===== src/hdl/frac_div_pkg.sv =====
// constants for the fractional divider and spread clock block
package frac_div_pkg;
	localparam int NUM_W = 24;
	localparam int INT_W = 7;
	localparam logic [6:0] INT_MIN = 7'h06;
	localparam logic [6:0] INT_MAX = 7'h18;
	localparam logic [23:0] NUM_MAX = 24'hFFFFFF;
	localparam logic [7:0] UNLOCK_KEY = 8'h5B;
	localparam logic [7:0] LOCK_KEY = 8'h00;
	localparam int STEP_W = 13;
	localparam int GAIN_W = 8;
	localparam int TRIM_W = 16;
	localparam logic [2:0] PRESET_CUSTOM = 3'h4;
	localparam logic [15:0] TRIM_RESET = 16'h0000;
	localparam logic [6:0] INT_RESET = 7'h0C;
	localparam logic [6:0] SM_DIV_RESET = 7'h02;
	localparam logic [GAIN_W-1:0] GAIN_RESET = 8'h80;
	localparam logic [STEP_W-1:0] PRESET0_STEPS = 13'h0C80;
	localparam logic [STEP_W-1:0] PRESET1_STEPS = 13'h0C80;
	localparam logic [STEP_W-1:0] PRESET2_STEPS = 13'h0C80;
	localparam logic [STEP_W-1:0] PRESET3_STEPS = 13'h0C80;
	localparam logic [NUM_W-1:0] PRESET0_SIZE = 24'h000010;
	localparam logic [NUM_W-1:0] PRESET1_SIZE = 24'h000028;
	localparam logic [NUM_W-1:0] PRESET2_SIZE = 24'h000030;
	localparam logic [NUM_W-1:0] PRESET3_SIZE = 24'h000050;
	// channel ratio codes: 2,4,6,8,10,20,40
	localparam logic [5:0] RATIO_2 = 6'h02;
	localparam logic [5:0] RATIO_40 = 6'h28;
	typedef enum logic [1:0] {SPR_IDLE = 2'b00, SPR_UP = 2'b01, SPR_DOWN = 2'b11} spread_e;
endpackage


===== src/hdl/frac_div_core.sv =====
// one fractional divider: integer plus numerator over 2^24
`timescale 1ns/100ps
module frac_div_core
	import frac_div_pkg::*;
(
	input wire logic i_clk,
	input wire logic i_rst,
	input wire logic i_enable,
	input wire logic [INT_W-1:0] i_int,
	input wire logic [NUM_W-1:0] i_num,
	output logic o_tick
);
	logic [NUM_W-1:0] acc_r;
	logic [INT_W:0] cnt_r;
	logic [NUM_W:0] sum;
	logic [INT_W:0] period;

	// period stretches by one when the accumulator wraps
	assign sum = {1'b0, acc_r} + {1'b0, i_num};
	assign period = {1'b0, i_int} + {7'h00, sum[NUM_W]};

	// RQ24 accumulate and stretch
	always_ff @(posedge i_clk or posedge i_rst) begin
		if (i_rst) begin
			acc_r <= '0;
			cnt_r <= '0;
			o_tick <= 1'b0;
		end else if (!i_enable) begin
			cnt_r <= '0;
			o_tick <= 1'b0;
		end else if (cnt_r == '0) begin
			acc_r <= sum[NUM_W-1:0];
			cnt_r <= period - 8'h01;
			o_tick <= 1'b1;
		end else begin
			cnt_r <= cnt_r - 8'h01;
			o_tick <= 1'b0;
		end
	end
endmodule // frac_div_core


===== src/hdl/spread_clock_ctrl.sv =====
// frequency synthesis control: two dividers, spread, channels, state machine clock
// Notes on behaviour
// RQ1 - only the first divider is ever modulated
// RQ2 - second divider off when no channel uses it
// RQ3 - channel ratio never below two
// RQ4 - above 200 MHz use combiner, matched dividers
// RQ5 - other output: shared frequency or channel ratio
// RQ6 - integer part seven bits, six to 24
// RQ7 - numerator 24 bits over 2^24
// RQ8 - ratios 2,4,6,8,10,20,40 only
// RQ9 - signed 16-bit resonator trim readable
// RQ10 - combine enables per channel bits
// RQ11 - combine copies first divider into second
// RQ12 - software keeps spread off while combining
// RQ13 - key 0x5B unlocks gain codes, 0x00 locks
// RQ14 - channel zero selects first divider then
// RQ15 - state machine clock divide is field plus two
// RQ16 - software sets state clock 40-50 MHz
// RQ17 - spread modulates first divider outputs only
// RQ18 - type bit: down or center spread
// RQ19 - preset select: four presets or custom
// RQ20 - custom depth from step count and size
// RQ21 - software sequences spread under power-down
// RQ22 - power-down holds, changes latched there
// RQ23 - autoload choice applied leaving power-down
// RQ24 - numerator accumulates, overflow stretches period
// RQ25 - triangular step profile up then down
`timescale 1ns/100ps
module spread_clock_ctrl
	import frac_div_pkg::*;
(
	input wire logic i_clk,
	input wire logic i_rst,
	input wire logic i_power_down_control,
	input wire logic i_page_autoload_disable,
	input wire logic [INT_W-1:0] i_page0_integer,
	input wire logic [NUM_W-1:0] i_page0_numerator,
	input wire logic [INT_W-1:0] i_first_divider_integer_part,
	input wire logic [NUM_W-1:0] i_first_divider_fraction_numerator,
	input wire logic [INT_W-1:0] i_second_divider_integer_part,
	input wire logic [NUM_W-1:0] i_second_divider_fraction_numerator,
	input wire logic i_chan0_divider_source_select,
	input wire logic i_chan1_divider_source_select,
	input wire logic [5:0] i_chan0_division_ratio,
	input wire logic [5:0] i_chan1_division_ratio,
	input wire logic i_chan0_edge_combine_enable,
	input wire logic i_chan1_edge_combine_enable,
	input wire logic [INT_W-1:0] i_state_machine_clock_divide,
	input wire logic i_spread_enable,
	input wire logic i_spread_type,
	input wire logic [2:0] i_spread_preset_select,
	input wire logic [STEP_W-1:0] i_spread_step_count,
	input wire logic [NUM_W-1:0] i_spread_step_increment,
	input wire logic [7:0] i_key_write_data,
	input wire logic i_key_write,
	input wire logic [GAIN_W-1:0] i_gain_write_data,
	input wire logic i_first_gain_cal_write,
	input wire logic i_second_gain_cal_write,
	input wire logic [TRIM_W-1:0] i_resonator_trim_in,
	output logic o_output_zero,
	output logic o_output_one,
	output logic o_state_machine_clock,
	output logic o_second_divider_active,
	output logic o_config_error,
	output logic o_protect_unlocked,
	output logic [GAIN_W-1:0] o_first_gain_cal_code,
	output logic [GAIN_W-1:0] o_second_gain_cal_code,
	output logic signed [TRIM_W-1:0] o_resonator_frequency_trim,
	output logic o_low_power
);
	// *********************************************
	// active configuration
	// *********************************************
	logic [INT_W-1:0] int0_r, int1_r, sm_div_r;
	logic [NUM_W-1:0] num0_r, num1_r, step_size_r;
	logic [STEP_W-1:0] steps_r;
	logic [5:0] ratio0_r, ratio1_r;
	logic sel0_r, sel1_r, comb0_r, comb1_r, spr_en_r, spr_type_r;
	logic pd_d_r;
	logic combine;
	logic tick0, tick1, div1_en;

	// legal channel ratio check, used for both channels
	function automatic logic ratio_ok(input logic [5:0] r);
		ratio_ok = (r == 6'h02) || (r == 6'h04) || (r == 6'h06) || (r == 6'h08) ||
			(r == 6'h0A) || (r == 6'h14) || (r == 6'h28);
	endfunction

	function automatic logic int_ok(input logic [INT_W-1:0] v);
		int_ok = (v >= INT_MIN) && (v <= INT_MAX);
	endfunction

	assign combine = comb0_r | comb1_r;
	assign o_low_power = i_power_down_control;

	// RQ22 changes only taken while powered down; the live clocks never see a half write
	// RQ23 page reload on leaving low power unless disabled
	always_ff @(posedge i_clk or posedge i_rst) begin
		if (i_rst) begin
			pd_d_r <= 1'b0;
			int0_r <= INT_RESET;
			num0_r <= '0;
			int1_r <= INT_RESET;
			num1_r <= '0;
			ratio0_r <= RATIO_2;
			ratio1_r <= RATIO_2;
			sel0_r <= 1'b0;
			sel1_r <= 1'b0;
			comb0_r <= 1'b0;
			comb1_r <= 1'b0;
			sm_div_r <= SM_DIV_RESET;
			spr_en_r <= 1'b0;
			spr_type_r <= 1'b0;
			steps_r <= '0;
			step_size_r <= '0;
		end else begin
			pd_d_r <= i_power_down_control;
			if (i_power_down_control) begin
				// RQ6 illegal integer ratios are not taken
				if (int_ok(i_first_divider_integer_part)) begin
					int0_r <= i_first_divider_integer_part;
				end
				// RQ7 full 24-bit numerator
				num0_r <= i_first_divider_fraction_numerator;
				// RQ11 combining copies first divider values
				if (i_chan0_edge_combine_enable || i_chan1_edge_combine_enable) begin
					if (int_ok(i_first_divider_integer_part)) begin
						int1_r <= i_first_divider_integer_part;
					end
					num1_r <= i_first_divider_fraction_numerator;
				end else begin
					if (int_ok(i_second_divider_integer_part)) begin
						int1_r <= i_second_divider_integer_part;
					end
					num1_r <= i_second_divider_fraction_numerator;
				end
				// RQ3 RQ8 only listed ratios accepted
				if (ratio_ok(i_chan0_division_ratio)) begin
					ratio0_r <= i_chan0_division_ratio;
				end
				if (ratio_ok(i_chan1_division_ratio)) begin
					ratio1_r <= i_chan1_division_ratio;
				end
				sel0_r <= i_chan0_divider_source_select;
				sel1_r <= i_chan1_divider_source_select;
				// RQ10 per-channel combine enables
				comb0_r <= i_chan0_edge_combine_enable;
				comb1_r <= i_chan1_edge_combine_enable;
				sm_div_r <= i_state_machine_clock_divide;
				spr_en_r <= i_spread_enable;
				spr_type_r <= i_spread_type;
				// RQ19 preset or custom step settings
				case (i_spread_preset_select)
					3'h0: begin
						steps_r <= PRESET0_STEPS;
						step_size_r <= PRESET0_SIZE;
					end
					3'h1: begin
						steps_r <= PRESET1_STEPS;
						step_size_r <= PRESET1_SIZE;
					end
					3'h2: begin
						steps_r <= PRESET2_STEPS;
						step_size_r <= PRESET2_SIZE;
					end
					3'h3: begin
						steps_r <= PRESET3_STEPS;
						step_size_r <= PRESET3_SIZE;
					end
					default: begin
						// RQ20 custom count and increment
						steps_r <= i_spread_step_count;
						step_size_r <= i_spread_step_increment;
					end
				endcase
			end else if (pd_d_r && !i_page_autoload_disable) begin
				int0_r <= i_page0_integer;
				num0_r <= i_page0_numerator;
				int1_r <= i_page0_integer;
				num1_r <= i_page0_numerator;
			end
		end
	end

	// *********************************************
	// protected gain calibration space
	// *********************************************

	// RQ13 key byte unlocks and relocks gain codes
	always_ff @(posedge i_clk or posedge i_rst) begin
		if (i_rst) begin
			o_protect_unlocked <= 1'b0;
			o_first_gain_cal_code <= GAIN_RESET;
			o_second_gain_cal_code <= GAIN_RESET;
		end else begin
			if (i_key_write && i_key_write_data == UNLOCK_KEY) begin
				o_protect_unlocked <= 1'b1;
			end else if (i_key_write && i_key_write_data == LOCK_KEY) begin
				o_protect_unlocked <= 1'b0;
			end
			if (o_protect_unlocked && i_first_gain_cal_write) begin
				o_first_gain_cal_code <= i_gain_write_data;
			end
			if (o_protect_unlocked && i_second_gain_cal_write) begin
				o_second_gain_cal_code <= i_gain_write_data;
			end
		end
	end

	// RQ9 trim presented as signed readback
	always_ff @(posedge i_clk or posedge i_rst) begin
		if (i_rst) begin
			o_resonator_frequency_trim <= TRIM_RESET;
		end else begin
			o_resonator_frequency_trim <= i_resonator_trim_in;
		end
	end

	// *********************************************
	// spread modulator
	// *********************************************
	spread_e spr_state_r;
	logic [STEP_W-1:0] step_cnt_r;
	logic [NUM_W-1:0] offset_r;
	logic [NUM_W+1:0] mod_sum;
	logic [NUM_W+STEP_W-1:0] swing;
	logic [INT_W-1:0] mod_int;
	logic [NUM_W-1:0] mod_num;

	// RQ25 triangle: up for steps, then down; one step per divider tick
	always_ff @(posedge i_clk or posedge i_rst) begin
		if (i_rst) begin
			spr_state_r <= SPR_IDLE;
			step_cnt_r <= '0;
			offset_r <= '0;
		end else begin
			case (spr_state_r)
				SPR_IDLE: begin
					offset_r <= '0;
					step_cnt_r <= '0;
					if (spr_en_r && !combine && !i_power_down_control && steps_r != '0) begin
						spr_state_r <= SPR_UP;
					end
				end
				SPR_UP: begin
					if (!spr_en_r || combine) begin
						spr_state_r <= SPR_IDLE;
					end else if (tick0) begin
						offset_r <= offset_r + step_size_r;
						if (step_cnt_r == steps_r - 13'h0001) begin
							step_cnt_r <= '0;
							spr_state_r <= SPR_DOWN;
						end else begin
							step_cnt_r <= step_cnt_r + 13'h0001;
						end
					end
				end
				SPR_DOWN: begin
					if (!spr_en_r || combine) begin
						spr_state_r <= SPR_IDLE;
					end else if (tick0) begin
						offset_r <= offset_r - step_size_r;
						if (step_cnt_r == steps_r - 13'h0001) begin
							step_cnt_r <= '0;
							spr_state_r <= SPR_UP;
						end else begin
							step_cnt_r <= step_cnt_r + 13'h0001;
						end
					end
				end
				default: spr_state_r <= SPR_IDLE;
			endcase
		end
	end

	// RQ18 down-spread raises the ratio; center rides half the swing below
	always_comb begin
		swing = steps_r * step_size_r;
		mod_sum = {2'b00, num0_r} + {2'b00, offset_r};
		if (spr_type_r) begin
			mod_sum = mod_sum - {2'b00, swing[NUM_W:1]};
		end
		mod_num = mod_sum[NUM_W-1:0];
		// two top bits as signed carry: a borrow steps the integer down
		mod_int = int0_r + {{5{mod_sum[NUM_W+1]}}, mod_sum[NUM_W+1:NUM_W]};
	end

	// *********************************************
	// dividers and channels
	// *********************************************
	logic [INT_W-1:0] eff_int0;
	logic [NUM_W-1:0] eff_num0;

	// RQ1 RQ17 only first divider sees the modulation
	assign eff_int0 = (spr_state_r != SPR_IDLE) ? mod_int : int0_r;
	assign eff_num0 = (spr_state_r != SPR_IDLE) ? mod_num : num0_r;

	// RQ2 second divider runs only when selected or combining
	// RQ4 RQ14 combining needs both dividers
	assign div1_en = combine | sel1_r | sel0_r;
	assign o_second_divider_active = div1_en;

	frac_div_core u_div0 (
		.i_clk(i_clk),
		.i_rst(i_rst),
		.i_enable(!i_power_down_control),
		.i_int(eff_int0),
		.i_num(eff_num0),
		.o_tick(tick0)
	);

	frac_div_core u_div1 (
		.i_clk(i_clk),
		.i_rst(i_rst),
		.i_enable(div1_en && !i_power_down_control),
		.i_int(int1_r),
		.i_num(num1_r),
		.o_tick(tick1)
	);

	// RQ12 RQ14 flag configurations software must avoid
	assign o_config_error = combine && (spr_en_r || (comb1_r && !comb0_r && sel0_r));

	logic [5:0] chcnt_r [2];
	logic [1:0] chout_r;
	logic [1:0] src_tick;
	logic [1:0] comb_v;
	logic [5:0] ratio_v [2];
	assign src_tick[0] = sel0_r ? tick1 : tick0;
	assign src_tick[1] = sel1_r ? tick1 : tick0;
	assign comb_v = {comb1_r, comb0_r};
	assign ratio_v[0] = ratio0_r;
	assign ratio_v[1] = ratio1_r;

	// RQ5 RQ8 channel toggles every ratio/2 ticks; combine passes both edges
	genvar g;
	generate
		for (g = 0; g < 2; g++) begin : g_chan
			always_ff @(posedge i_clk or posedge i_rst) begin
				if (i_rst) begin
					chcnt_r[g] <= '0;
					chout_r[g] <= 1'b0;
				end else if (comb_v[g]) begin
					chcnt_r[g] <= '0;
					if (tick0 | tick1) begin
						chout_r[g] <= ~chout_r[g];
					end
				end else if (src_tick[g]) begin
					if (chcnt_r[g] >= {1'b0, ratio_v[g][5:1]} - 6'h01) begin
						chcnt_r[g] <= '0;
						chout_r[g] <= ~chout_r[g];
					end else begin
						chcnt_r[g] <= chcnt_r[g] + 6'h01;
					end
				end
			end
		end
	endgenerate
	assign o_output_zero = chout_r[0];
	assign o_output_one = chout_r[1];

	// *********************************************
	// state machine clock
	// *********************************************
	logic [INT_W:0] sm_cnt_r;
	logic [INT_W:0] sm_total;
	logic sm_tick;
	assign sm_tick = sel0_r ? tick1 : tick0;
	assign sm_total = {1'b0, sm_div_r} + 8'h02;

	// RQ15 divide chosen source by field plus two
	always_ff @(posedge i_clk or posedge i_rst) begin
		if (i_rst) begin
			sm_cnt_r <= '0;
			o_state_machine_clock <= 1'b0;
		end else if (sm_tick) begin
			if (sm_cnt_r >= sm_total - 8'h01) begin
				sm_cnt_r <= '0;
				o_state_machine_clock <= 1'b1;
			end else begin
				sm_cnt_r <= sm_cnt_r + 8'h01;
				o_state_machine_clock <= (sm_cnt_r + 8'h01) < {1'b0, sm_total[INT_W:1]};
			end
		end
	end
endmodule // spread_clock_ctrl


===== config.mk =====
export PLATFORM = sky130hd
export DESIGN_NAME = spread_clock_ctrl
export DESIGN_NICKNAME = d
export VERILOG_FILES = /design/src/hdl/frac_div_pkg.sv /design/src/hdl/frac_div_core.sv /design/src/hdl/spread_clock_ctrl.sv
export SDC_FILE = /design/constraint.sdc
export NUM_CORES = 2
export LEC_CHECK = 0
export ABC_CLOCK_PERIOD_IN_PS = 10200
export BUFFER_PORTS_ARGS = -buffer_cell sky130_fd_sc_hd__buf_2
export CAP_MARGIN = 20
export CORE_ASPECT_RATIO = 0.5
export CORE_MARGIN = 4
export CORE_UTILIZATION = 31
export CTS_BUF_LIST = sky130_fd_sc_hd__clkbuf_2 sky130_fd_sc_hd__clkbuf_4 sky130_fd_sc_hd__clkbuf_8
export DETAILED_ROUTE_END_ITERATION = 6
export GPL_TIMING_DRIVEN = 0
export PLACE_DENSITY = 0.45
export SYNTH_ARGS = -nofsm -noshare
export SYNTH_HDL_FRONTEND = slang
export SYNTH_HIERARCHICAL = 1
export SYNTH_SLANG_ARGS = --single-unit

===== constraint.sdc =====
create_clock -name i_clk -period 10.2 [get_ports i_clk]
set_input_delay 1.53 -clock i_clk [delete_from_list [all_inputs] [get_ports i_clk]]
set_output_delay 1.53 -clock i_clk [all_outputs]
set_load 0.03 [all_outputs]

==> metrics.yaml <==
stdcell_count: 4809
slew_violations: 0
utilization_pct: 36.32
final-setup-viol-count: 0
maxCapViolCount: 0
dieArea_mm2: 0.09434
hold_violations: 0
drc: 0
met2_length_mm: 45.04
antenna_found_initial: 9
hold_path_depth: 1
die_h_um: 219.2
synth-xor-area-share_pct: 6.588
synth_area_leaders: "dfrtp_1 25%, fa_1 13%, ha_1 9.9%"
cts_max_path_buffers: 3
period_share_pct: 96.12
vias: 24490
cts_tree: "yes"
syn_area_mm2: 0.02765
synth-compound-area-share_pct: 16.97
critPathRequiredTime_ps: 10800
die_w_um: 430.4
post-synth-top-area-cell: "dfrtp_1"
fin_ws_ps: 395.5
peakVddDrop_mv: 0.2721
initial_core_util_pct: 31.30
layout-drive-gt1-share_pct: 14.97
p_seq_share_pct: 18.6
first_global_vias: 24450
synth.most_common_cell: "nand2_1"
nets: 4180
cts_made_buffers: 53
route.met3.wl_mm: 4.877
dp_hpwl_mm: 77.92
drtIter0Drc: 1725
clock-root-buffer: "clkbuf_8"
synth_cells: 3294
track_usage_pct: 20.43
yosys.area_share.adder_pct: 23.33
cp-start-kind: "flip-flop"
cp_data_arrival_time_ps: 10400
gp_congestion: 0.9193
synth_top_family_by_area: "adder cells"
cpMostUsedCell: "fa_1"
comb_power_share_pct: 65.6
worstHoldPathType: "reg -> reg"
p_int_uw: 4303
clk_latency_ps: 690
maxUsedRoutingLayer: "met5"
core_area_mm2: 0.08835
synth.top_cell.area_share_pct: 24.89
drt-pass1-iter-count: 5
slowest_stage: "fa_1"
synthToLayoutAreaGrowth_pct: 16.03
min_period_ps: 9805
slew_headroom_pct: 28.39
seq_area_mm2: 0.007156
async_flop_share_pct: 100.0
leakage_uw: 0.01504
status: "completed"
synth_edf_count: 0
synthSimpleGateAreaFrac_pct: 18.46
top_level_ports: 236
synthMuxAreaShare_pct: 2.204
critPathMaxFanout: 16
dp_cells: 4714
synth_seq_cells: 284
grt_max_degree: 116
fmax_mhz: 102.0
pre_cts_slack_ps: -1323
io_buffers: 234
h-tree-depth: 2
yosysSeqAreaShare_pct: 25.74
clkPwrFrac_pct: 15.7
syn_nets: 3895
avgSynthCellArea_um2: 8.395
fp-row-count: 77
synth-main-ff-cell: "dfrtp_1"
swShare_pct: 48.17
worst-setup-path-type: "reg -> reg"
yosysUniqueCellTypes: 91
clk_pin_slew_worst_paths_ps: 70
drt-total-wl_mm: 98.08
multi_input_area_mm2: 0.01898
power.switching_uw: 3998
worst_pin_slew_ps: 1074
overflow: 0
drt-met1-wl_mm: 46.01
ant_nets: 0
end_kind: "flip-flop"
wire_per_inst_um: 20.40
vias_per_cell: 5.092
rr_worst_depth: 41
clock_sinks: 284
power_density_mw_per_mm2: 258.7
nFillCells: 9288
cpPeakStageDelay_ps: 540
yosysWarnings: 6
ys_top_cells_by_count: "486 x nand2_1, 335 x inv_1, 275 x dfrtp_1"
grt_pass1_wl_mm: 148.7
fin_skew_ps: 24.26
==> metrics by stage <==
step                hold slack (ps)  TNS, ps  area, um^2  power [uW]
floorplan                     449.8        0       27650        5147
global placement              466.4  -150930       30310        6499
detailed placement            461.3    -8565       30340        6542
CTS                           476.9        0       31780        8077
global route                  485.2   -108.4       32080        9011
finish                        471.3        0       32090        8301
==> power groups by stage <==
| stage | clock network, uW | registers, uW | logic, uW |
|---|---|---|---|
| 2_1_floorplan | 0 | 1490 | 3650 |
| 3_3_place_gp | 0 | 1530 | 4960 |
| 3_5_place_dp | 0 | 1540 | 5010 |
| 4_1_cts | 1350 | 1540 | 5180 |
| 5_1_grt | 1400 | 1570 | 6030 |
| 6_report | 1310 | 1550 | 5450 |
==> worst max-delay path: cells and delay by family, from the launching register on <==
family	cells	cell delay [ps]
AO/OA/AOI/OAI	13	2610
adder cells (fa/ha/maj)	10	3830
AND/OR/NAND/NOR	8	1610
flip-flops	1	380
buffers and inverters	7	690
XOR/XNOR	3	610
==> state kept, by name (all words and copies together) (netlist names), 2 cells and up <==
register and count:
num0_r 24, num1_r 24, offset_r 24, step_size_r 24, u_div0/acc_r 24, u_div1/acc_r 24
o_resonator_frequency_trim 16, step_cnt_r 13, steps_r 13, chcnt_r 12, o_first_gain_cal_code 8, o_second_gain_cal_code 8
sm_cnt_r 8, u_div0/cnt_r 8, u_div1/cnt_r 8, int0_r 7, int1_r 7, sm_div_r 7
ratio0_r 5, ratio1_r 5, spr_state_r 2
==> what timing repair did <==
item / in CTS / in global routing
endpoints found under the setup margin: 11 / 7
pin swaps: 6 / 20
hold buffers: 0 / 0
setup buffers: 6 / 14
resized for setup: 80 / 62
gates cloned: 0 / 0
==> per-layer routing <==
layer,GRT usage [%],up-vias
li1,-,11720
met2,33.05,558
met1,28.96,12090
met3,2.694,111
met5,0,-
met4,5.094,6
==> cell type report <==
type | count | share of cell area (%)
antenna | 3 | 0.02340
buffer | 118 | 1.770
clock buffer | 84 | 3.311
clock inverter | 13 | 0.5225
inverter | 341 | 4.052
multi-input combinational | 2526 | 59.16
sequential | 284 | 22.30
tap | 1185 | 4.621
timing repair buffer | 255 | 4.243
==> logic make-up after synthesis <==
logic type / Yosys count
XOR/XNOR: 208
AND/OR/NAND/NOR: 1112
AO/OA/AOI/OAI: 746
adder cells (fa/ha/maj): 404
multiplexers: 56
flip-flops: 284
buffers and inverters: 484
==> placed cells by master (no fill, tap or decap), types with 26 or more instances in the layout <==
master,count
a211oi_1,49
a21o_1,64
a21oi_1,162
a31oi_1,41
and2_1,82
buf_2,240
clkbuf_1,81
clkbuf_8,71
dfrtp_1,255
fa_1,186
ha_1,208
inv_1,327
mux2_2,39
nand2_1,486
nand2b_1,39
nand3_1,82
nor2_1,223
nor3_1,56
o21a_1,26
o21ai_0,228
xnor2_1,135
xor2_1,67
==> final timing paths <==
kind	start	end	slack, ps
hold reg to reg	o_output_one$_DFFE_PP0P_	o_output_one$_DFFE_PP0P_	470
min in group asynchronous	i_rst	int0_r[6]$_DFFE_PP0P_	1020
setup / recovery	steps_r[3]$_DFFE_PP0P_	u_div0/cnt_r[6]$_DFF_PP0_	400
hold / removal	o_output_one$_DFFE_PP0P_	o_output_one$_DFFE_PP0P_	470
max in group asynchronous	i_rst	steps_r[6]$_DFFE_PP0P_	8010
setup reg to reg	steps_r[3]$_DFFE_PP0P_	u_div0/cnt_r[6]$_DFF_PP0_	400
Power figures use the tool's default switching activity.
